--- config.mk ---
export PLATFORM = sky130hd
export DESIGN_NAME = lcdhif_top
export DESIGN_NICKNAME = d
export VERILOG_FILES = /design/src/lcdhif_pkg.sv /design/src/lcdhif_ram_if.sv /design/src/lcdhif_top.sv /design/src/lcdhif_mem.sv
export VERILOG_INCLUDE_DIRS = /design/src
export SDC_FILE = /design/constraint.sdc
export NUM_CORES = 2
export LEC_CHECK = 0
export ABC_AREA = 1
export BUFFER_PORTS_ARGS = -buffer_cell sky130_fd_sc_hd__buf_2
export CORE_AREA = 4 4 397 399
export DETAILED_ROUTE_END_ITERATION = 12
export DIE_AREA = 0 0 401 403
export PLACE_DENSITY = 0.75
export SETUP_SLACK_MARGIN = 0.5
export SLEW_MARGIN = 10
export SYNTH_ARGS = -nofsm -noshare
export SYNTH_HDL_FRONTEND = slang
export SYNTH_HIERARCHICAL = 1
export SYNTH_SLANG_ARGS = --single-unit
--- constraint.sdc ---
create_clock -name i_clk -period 4.3 [get_ports i_clk]
set_clock_uncertainty 0.05 [all_clocks]
set_input_delay 0.645 -clock i_clk [delete_from_list [all_inputs] [get_ports i_clk]]
set_output_delay 0.645 -clock i_clk [all_outputs]
set_load 0.02 [all_outputs]
--- src/lcdhif_params.svh ---
// constants of the lcd host register interface: field positions, resets,
// timing counts; included by the package users, holds definitions only
`ifndef LCDHIF_PARAMS_SVH
`define LCDHIF_PARAMS_SVH

// ==========================================================
// timing
`define LCDHIF_CLK_PERIOD_NS 100
`define LCDHIF_EXEC_TIME_NS 40000
`define LCDHIF_EXEC_CYCLES \
  ((`LCDHIF_EXEC_TIME_NS + `LCDHIF_CLK_PERIOD_NS - 1) / \
   `LCDHIF_CLK_PERIOD_NS)

// ==========================================================
// command byte layout
`define LCDHIF_CMD_CHAR_BIT 7
`define LCDHIF_CMD_GLYPH_CODE 2'h1
`define LCDHIF_CMD_ICON_CODE 3'h1
`define LCDHIF_CMD_ENTRY_CODE 6'h01
`define LCDHIF_CMD_INC_BIT 1

// ==========================================================
// memory sizes and reset values
`define LCDHIF_CHAR_LAST 7'h2F
`define LCDHIF_AC_RST 7'h00
`define LCDHIF_DTR_RST 8'h00
`define LCDHIF_RDATA_RST 8'h00

`endif

--- src/lcdhif_pkg.sv ---
// types of the lcd host register interface
// assumes lcdhif_params.svh is on the include path
package lcdhif_pkg;
  // ==========================================================
  // control sequencer states
  typedef enum logic [2:0] {
    ST_IDLE = 3'b000,
    ST_WRITE = 3'b001,
    ST_FETCH = 3'b010,
    ST_CAPTURE = 3'b011,
    ST_EXEC = 3'b100
  } lcdhif_state_t;

  // ==========================================================
  // memory selected for data accesses
  typedef enum logic [1:0] {
    MEM_CHAR = 2'b00,
    MEM_GLYPH = 2'b01,
    MEM_ICON = 2'b10
  } lcdhif_mem_t;
endpackage : lcdhif_pkg

--- src/lcdhif_ram_if.sv ---
// link between the control sequencer and the display memories
// assumes both ends run on the same clock
`timescale 1ns/1ps
interface lcdhif_ram_if;
  logic we; // write strobe, one cycle
  logic [7:0] addr; // {memory select, address counter}
  logic [7:0] wdata; // byte to store
  logic [7:0] rdata; // registered read data, one cycle latency
  modport ctrl (output we, output addr, output wdata, input rdata);
  modport store (input we, input addr, input wdata, output rdata);
endinterface : lcdhif_ram_if

--- src/lcdhif_top.sv ---
// host register port of a character lcd controller: command register,
// data transfer register, address counter and the memory sequencer
// assumes host inputs are synchronous to i_clk and i_strobe is one cycle
`timescale 1ns/1ps
`include "lcdhif_params.svh"
module lcdhif_top
  import lcdhif_pkg::*;
(
  input wire logic i_clk,
  input wire logic i_rst_n,
  input wire logic i_strobe,
  input wire logic i_reg_choice_line,
  input wire logic i_read_not_write,
  input wire logic [7:0] i_wdata,
  input wire logic i_driver_order_strap,
  output logic [7:0] o_rdata,
  output logic o_busy_indicator,
  output logic o_driver_layout_b
);
  // ==========================================================
  // state
  lcdhif_state_t state_q, state_d; // sequencer
  logic [6:0] ac_q, ac_d; // address_counter
  lcdhif_mem_t sel_q, sel_d; // selected memory
  logic inc_q, inc_d; // 1 = count up
  logic [7:0] dtr_q, dtr_d; // data_transfer_reg
  logic [7:0] rdata_q, rdata_d; // host read data
  logic [8:0] cnt_q, cnt_d; // instruction execution timer
  logic layout_q, layout_d; // captured strap
  logic strap_done_q, strap_done_d; // strap already caught
  logic busy; // internal operation running
  logic cmd_wr, st_rd, dt_wr, dt_rd; // decoded host accesses

  lcdhif_ram_if ram ();

  lcdhif_mem u_mem (
    .i_clk(i_clk),
    .bus(ram)
  );

  // ==========================================================
  // next address: char memory wraps at its last row, others at 32
  function automatic logic [6:0] step_ac(input logic [6:0] ac,
      input logic up, input lcdhif_mem_t sel);
    logic [6:0] r;
    r = 7'h00;
    if (sel == MEM_CHAR) begin
      if (up) begin
        r = (ac >= `LCDHIF_CHAR_LAST) ? 7'h00 : ac + 7'h01;
      end else begin
        r = (ac == 7'h00) ? `LCDHIF_CHAR_LAST : ac - 7'h01;
      end
    end else begin
      r = {2'h0, up ? ac[4:0] + 5'h01 : ac[4:0] - 5'h01};
    end
    return r;
  endfunction : step_ac

  // ==========================================================
  // host access decode
  assign busy = (state_q != ST_IDLE);
  assign cmd_wr = i_strobe && !i_reg_choice_line && !i_read_not_write;
  assign st_rd = i_strobe && !i_reg_choice_line && i_read_not_write;
  assign dt_wr = i_strobe && i_reg_choice_line && !i_read_not_write;
  assign dt_rd = i_strobe && i_reg_choice_line && i_read_not_write;

  // memory port follows the counter; write only in ST_WRITE
  assign ram.addr = {sel_q, ac_q[5:0]};
  assign ram.wdata = dtr_q;
  assign ram.we = (state_q == ST_WRITE);

  // ==========================================================
  // sequencer next state; accesses other than status are dropped
  // while busy, so a host ignoring busy loses bytes rather than
  // corrupting a transfer in flight
  always_comb begin
    state_d = state_q;
    ac_d = ac_q;
    sel_d = sel_q;
    inc_d = inc_q;
    dtr_d = dtr_q;
    rdata_d = rdata_q;
    cnt_d = cnt_q;
    // status read works at any time; the command itself never shows
    if (st_rd) begin
      rdata_d = {busy, ac_q};
    end
    case (state_q)
      ST_IDLE: begin
        if (cmd_wr) begin
          if (i_wdata[`LCDHIF_CMD_CHAR_BIT]) begin
            ac_d = i_wdata[6:0];
            sel_d = MEM_CHAR;
            state_d = ST_FETCH;
          end else if (i_wdata[7:6] == `LCDHIF_CMD_GLYPH_CODE) begin
            ac_d = {2'h0, i_wdata[4:0]};
            sel_d = MEM_GLYPH;
            state_d = ST_FETCH;
          end else if (i_wdata[7:5] == `LCDHIF_CMD_ICON_CODE) begin
            ac_d = {2'h0, i_wdata[4:0]};
            sel_d = MEM_ICON;
            state_d = ST_FETCH;
          end else begin
            // other instructions occupy the device for a while; entry mode also sets the count direction
            if (i_wdata[7:2] == `LCDHIF_CMD_ENTRY_CODE) begin
              inc_d = i_wdata[`LCDHIF_CMD_INC_BIT];
            end
            cnt_d = 9'(`LCDHIF_EXEC_CYCLES - 1);
            state_d = ST_EXEC;
          end
        end else if (dt_wr) begin
          dtr_d = i_wdata;
          state_d = ST_WRITE;
        end else if (dt_rd) begin
          rdata_d = dtr_q;
          ac_d = step_ac(ac_q, inc_q, sel_q);
          state_d = ST_FETCH;
        end
      end
      ST_WRITE: begin
        // memory takes the byte at this edge, then the counter moves
        ac_d = step_ac(ac_q, inc_q, sel_q);
        state_d = ST_IDLE;
      end
      ST_FETCH: begin
        state_d = ST_CAPTURE; // memory registers its read data now
      end
      ST_CAPTURE: begin
        dtr_d = ram.rdata;
        state_d = ST_IDLE;
      end
      ST_EXEC: begin
        if (cnt_q == 9'h000) begin
          state_d = ST_IDLE;
        end else begin
          cnt_d = cnt_q - 9'h001;
        end
      end
      default: begin
        state_d = ST_IDLE;
      end
    endcase
  end

  always_ff @(posedge i_clk or negedge i_rst_n) begin
    if (!i_rst_n) begin
      state_q <= ST_IDLE;
      ac_q <= `LCDHIF_AC_RST;
      sel_q <= MEM_CHAR;
      inc_q <= 1'b1;
      dtr_q <= `LCDHIF_DTR_RST;
      rdata_q <= `LCDHIF_RDATA_RST;
      cnt_q <= 9'h000;
    end else begin
      state_q <= state_d;
      ac_q <= ac_d;
      sel_q <= sel_d;
      inc_q <= inc_d;
      dtr_q <= dtr_d;
      rdata_q <= rdata_d;
      cnt_q <= cnt_d;
    end
  end

  // ==========================================================
  // strap capture: caught once, on the first edge after reset release,
  // so a strap that glitches later cannot reshuffle the drivers
  always_comb begin
    layout_d = layout_q;
    strap_done_d = 1'b1;
    if (!strap_done_q) begin
      layout_d = i_driver_order_strap;
    end
  end

  always_ff @(posedge i_clk or negedge i_rst_n) begin
    if (!i_rst_n) begin
      layout_q <= 1'b0;
      strap_done_q <= 1'b0;
    end else begin
      layout_q <= layout_d;
      strap_done_q <= strap_done_d;
    end
  end

  assign o_rdata = rdata_q;
  assign o_busy_indicator = busy;
  assign o_driver_layout_b = layout_q;
endmodule : lcdhif_top

--- src/lcdhif_mem.sv ---
// the three display memories in one array, indexed by {select, address}
// assumes a single clock; read data come from a register
`timescale 1ns/1ps
module lcdhif_mem (
  input wire logic i_clk,
  lcdhif_ram_if.store bus
);
  // ==========================================================
  // storage; glyph and icon rows keep all 8 bits for simplicity
  logic [7:0] mem_q [0:255];
  logic [7:0] rdata_q;

  // write port and registered read port
  always_ff @(posedge i_clk) begin
    if (bus.we) begin
      mem_q[bus.addr] <= bus.wdata;
    end
    rdata_q <= mem_q[bus.addr];
  end

  assign bus.rdata = rdata_q;
endmodule : lcdhif_mem

# Word-level counts from Yosys, hierarchy flattened
# Memory sizes are Yosys's and may differ from the RTL's. A register that Yosys moved wholly into a read port is not among the register bits.
# Index checks and enable logic that the tools add are counted.
dict set report word_totals {
  register_bits 40
  mem_bits_rw 2048
  inputBits 14
  out_inout_bits 10
  word_cells 100
  mem_count 1
}
dict set report op_classes {
  addsub 5
  n_lt_le_gt_ge 1
  eq_ne 19
  mux 39
  n_bitwise 3
  reduce_logical 23
}
# memory words width rd rd_clocked_by_memory_dff wr line_no
set mem_list {}
lappend mem_list {u_mem.mem_q 256 8 1 1 1 lcdhif_mem.sv:10} ;# logic [7:0] mem_q [0:255];
# operator count
set op_table {}
lappend op_table {{two-way mux 7 bit} 10}
lappend op_table {{two-way mux 8 bit} 7}
lappend op_table {{two-way mux 9 bit} 5}
lappend op_table {{two-way mux 3 bit} 7}
lappend op_table {{case mux 9 bit (2 select lines)} 1}
lappend op_table {{!= test 2 bit, second input constant} 8}
lappend op_table {{case mux 8 bit (2 select lines)} 1}
lappend op_table {{case mux 7 bit (2 select lines)} 1}
lappend op_table {{AND reduction 6 bit} 2}
lappend op_table {{zero test 9 bit} 1}
lappend op_table {{case mux 3 bit (3 select lines)} 1}
lappend op_table {{subtractor 9 x 1 -> 9 bit, second input constant} 1}
lappend op_table {{adder 7 x 1 -> 7 bit, second input constant} 1}
lappend op_table {{>= comparator 7 x 6 -> 1 bit, second input constant} 1}
lappend op_table {{zero test 7 bit} 1}
lappend op_table {{subtractor 7 x 1 -> 7 bit, second input constant} 1}
lappend op_table {{== test 3 x 1 -> 1 bit, second input constant} 2}
lappend op_table {{== test 3 x 2 -> 1 bit, second input constant} 2}
lappend op_table {{== test 6 x 1 -> 1 bit, second input constant} 1}
lappend op_table {{logical AND 1 bit} 6}
lappend op_table {{two-way mux 2 bit} 3}
lappend op_table {{!= test 3 bit, second input constant} 2}
lappend op_table {{AND reduction 3 bit} 2}
lappend op_table {{nonzero test 2 bit} 3}
lappend op_table {{other kinds (15)} 20}

# Depth between registers and ports, before layout
dict set report depth {
  word_depth 8
  mapped_depth 15
  ltp_nobuf 13
}

# Hierarchy
# Netlist, hierarchy kept.
# module instances cells_each area_each_um2 seq_area_each_um2
set by_module_without_submodules {}
lappend by_module_without_submodules {lcdhif_mem 1 8021 84856.4 61659.1}
lappend by_module_without_submodules {lcdhif_top 1 363 2628.8 1002.2}

# Worst setup path before layout
# Ideal clock, no wire load.
dict set report synth_timing {
  kind {flip-flop to flip-flop}
  from {register dtr_q[0]}
  to {memory u_mem.mem_q[0][0] (data pin)}
  setup_ns 0.806
  arrival_time_ns 3.194
  required_ns 3.444
  setup_slack_ns 0.250
  stages_incl_launch_ff 1
  n_path_buf 0
  period_less_slack_ns 4.050
  path_cell_list {dfrtp_1}
}
# element line_no
set synth_lines {}
lappend synth_lines {{from (decl)} lcdhif_top.sv:26} ;# logic [7:0] dtr_q, dtr_d;
lappend synth_lines {{from (signal assigned)} lcdhif_top.sv:151} ;# dtr_q <= `LCDHIF_DTR_RST;
lappend synth_lines {{from (signal assigned)} lcdhif_top.sv:159} ;# dtr_q <= dtr_d;
lappend synth_lines {{to (decl)} lcdhif_mem.sv:10}
# No word-level cell before the write port.

==> metrics.yaml <==
drtAntennaViolNets: 0
area_growth_pct: 10.65
initial_core_util_pct: 56.86
remaining_drc_errors: 0
grt_pass1_wl_um: 337000
port_buffers: 23
routed_via_density: 5.656
ys_seq_area_share_pct: 71.63
synth_top_area_share_pct: 70.30
drive_gt1_share_pct: 6.543
rsz0062_at_grt: "false"
first_pass_iters: 8
avgSynthCellArea_um2: 10.43
async_flop_share_pct: 1.908
die_w_um: 401
ff2ff_path_depth: 15
syn-num-nets: 8406
crit_type: "reg -> reg"
wl_per_cell_um: 20.82
cts_setup_buffers: 0
setup_viol: 0
io-pin-count: 24
regArea_mm2: 0.06270
num_rows: 144
insertion_delay_ns: 0.84
synth_ff_type: "edfxtp_1"
path_clk_slew_ns: 0.07
htree_levels: 4
synth_area_leaders: "edfxtp_1 (70%), nand2_1 (21%), nor2_1 (1.8%), nand3_1 (1.2%), dfrtp_1 (1.1%)"
status: "finished, final reports clean"
cts_sinks: 2096
gp_congestion: 0.9178
netlist.top_cell.by_area: "edfxtp_1"
clockRootBuffer: "clkbuf_16"
max_freq_ghz: 0.2784
routed_wl_um: 221200
die_area_mm2: 0.1616
antenna_found_initial: 7
arrival_ns: 4.31
cp_max_fo: 90
synth_edf_count: 2048
r2r-start: "ac_q[0]$_DFFE_PN0P_"
final.setup.tns_ns: 0
period_needed_ns: 3.591
grt_pass1_vias: 57690
clock_path_buffers: 3
p_total_uw: 62980
ys_warn_count: 6
crit_path_end_kind: "flip-flop"
die_y_um: 403
irDropWorstVdd_uv: 821.1
critPathCapture: "u_mem/bus.rdata[4]$_DFF_P_"
final-hold-violation-count: 0
drt_iter0_drc: 7607
cts_tree: "yes"
leakagePower_uw: 0.03868
fp.coreArea_mm2: 0.1539
syn_area_mm2: 0.08749
p_per_area_mw_per_mm2: 650.7
yosysUniqueCellTypes: 41
tightest_slew_ns: 1.170
r2r_slack_ns: 0.71
final_max_slew_viol_count: 0
synth_seq_cells: 2096
dpl.hpwl_um: 128600
fillCellCount: 11440
crit_start: "ac_q[0]$_DFFE_PN0P_"
drv_cap: 0
maxSlewHeadroom_pct: 22.02
finalCritPeriodShare_pct: 83.52
post-route-util_pct: 62.91
grt.overflow.total: 0
crit_path_start_kind: "flip-flop"
syn_inst: 8384
via_count: 60090
hp-class: "in -> reg"
cts_buffers: 202
track_usage_pct: 27.02
multiInputGateArea_mm2: 0.02260
grt_max_degree: 175
cp_data_required_time_ns: 5.02
r2r_end: "u_mem/bus.rdata[4]$_DFF_P_"
nNetsFinal: 8426
-- flip-flops by register name, indices dropped and copies added, names as in the netlist --
register / flops
u_mem/bus.rdata: 8
strap_done_q: 1
sel_q: 2
u_mem/mem_q: 2048
o_driver_layout_b: 1
cnt_q: 9
o_rdata: 8
inc_q: 1
dtr_q: 8
ac_q: 7
state_q: 3
-- cells in the mapped netlist (2+ instances only) --
cell,number
nand2_1,4852
edfxtp_1,2048
nor2_1,412
nand3_1,208
buf_2,185
clkbuf_1,173
o21ai_1,122
inv_1,77
o21ai_0,69
buf_1,52
a21oi_1,43
dfrtp_1,39
buf_6,12
o211ai_1,10
nand4_1,9
xor2_1,9
dfxtp_1,8
ha_1,7
a31oi_1,6
buf_4,6
nand2_2,6
inv_2,4
nor3_1,4
a21oi_2,3
o31ai_1,3
inv_4,2
-- how the worst min path moves through the flow --
stage | from | endpoint | slack (ns) | cells after the start
after CTS | i_wdata[1] | inc_q$_DFFE_PN1P_ | 0.006 | 3
after floorplan | i_rst_n | ac_q[0]$_DFFE_PN0P_ | 0.30 | 0
after global placement | strap_done_q$_DFF_PN0_ | o_driver_layout_b$_DFFE_PN0N_ | 0.43 | 1
after global routing | i_wdata[1] | inc_q$_DFFE_PN1P_ | 0.05 | 3
final | i_wdata[1] | inc_q$_DFFE_PN1P_ | 0.05 | 3
after detailed placement | strap_done_q$_DFF_PN0_ | o_driver_layout_b$_DFFE_PN0N_ | 0.44 | 1
-- timing repair --
item,in CTS,in global routing
endpoints found under the hold margin,41,0
endpoints found under the setup margin,0,3
hold buffers,3,0
gates resized for setup,0,3
-- kinds of logic after synthesis --
group / share of synthesized area, %
AND/OR/NAND/NOR: 24.01
flip-flops: 71.63
buffers and inverters: 2.591
AO/OA/AOI/OAI: 1.547
XOR/XNOR: 0.09011
adder cells (fa/ha/maj): 0.1230
other: 0.004286
multiplexers: 0.01287
-- routing by layer --
layer / vias up / global-route usage, % / wire length, um
li1: 27580 / - / -
met1: 28730 / 37.05 / 85070
met2: 3228 / 42.84 / 103900
met3: 549 / 5.259 / 23140
met4: 6 / 11.22 / 9026
met5: - / 0 / 46
-- metrics by stage --
step,worst slack (ns),hold WS (ns),area (um^2),cells
6_report,0.7086,0.05127,96800,10620
5_1_grt,0.5441,0.04545,96790,10620
4_1_cts,0.6172,0.006273,96780,10620
3_5_place_dp,0.6282,0.4448,90490,10240
3_3_place_gp,0.6347,0.4321,90490,10240
2_1_floorplan,1.833,0.2994,87500,8384
-- power by group --
group / leakage, uW / internal (uW) / switching, uW
combinational: 0.0168 / 4680 / 14900
sequential: 0.0188 / 25500 / 1050
clock: 0.00307 / 9430 / 7440
total: 0.0387 / 39600 / 23400
-- placed cells by master (no fill, tap or decap), types with 43 or more instances in the layout --
| master | instances |
|---|---|
| nor2_1 | 404 |
| buf_12 | 43 |
| nand3_1 | 208 |
| clkbuf_16 | 204 |
| o21ai_1 | 122 |
| inv_1 | 75 |
| edfxtp_1 | 2048 |
| clkbuf_1 | 55 |
| nand2_1 | 4852 |
| buf_4 | 175 |
| o21ai_0 | 69 |
| a21oi_1 | 43 |
| clkinv_1 | 43 |
-- worst max-delay path: stages, from the launching register on --
cell and delay, ns:
dfrtp_4 0.66, inv_8 0.50, buf_12 0.39, buf_4 0.34, nand2_1 0.09, nand2_1 0.07
nand2_1 0.05, nand2_1 0.11, nand2_1 0.06, nand2_1 0.14, o21ai_1 0.15, nand2_1 0.26
nor2_1 0.11, nor2_1 0.28, nor2_1 0.15, nand2_1 0.08
-- final cells by class --
type                    count  area share (%)
flip-flops and latches   2096           64.77
multi-input cells        5777           23.35
clock buffers             261           5.515
well taps                2044           2.642
repair buffers            244           2.396
clock inverters           113          0.9552
inverters                  83          0.3567
diodes                      6         0.01551
Power figures use the tool's default switching activity.
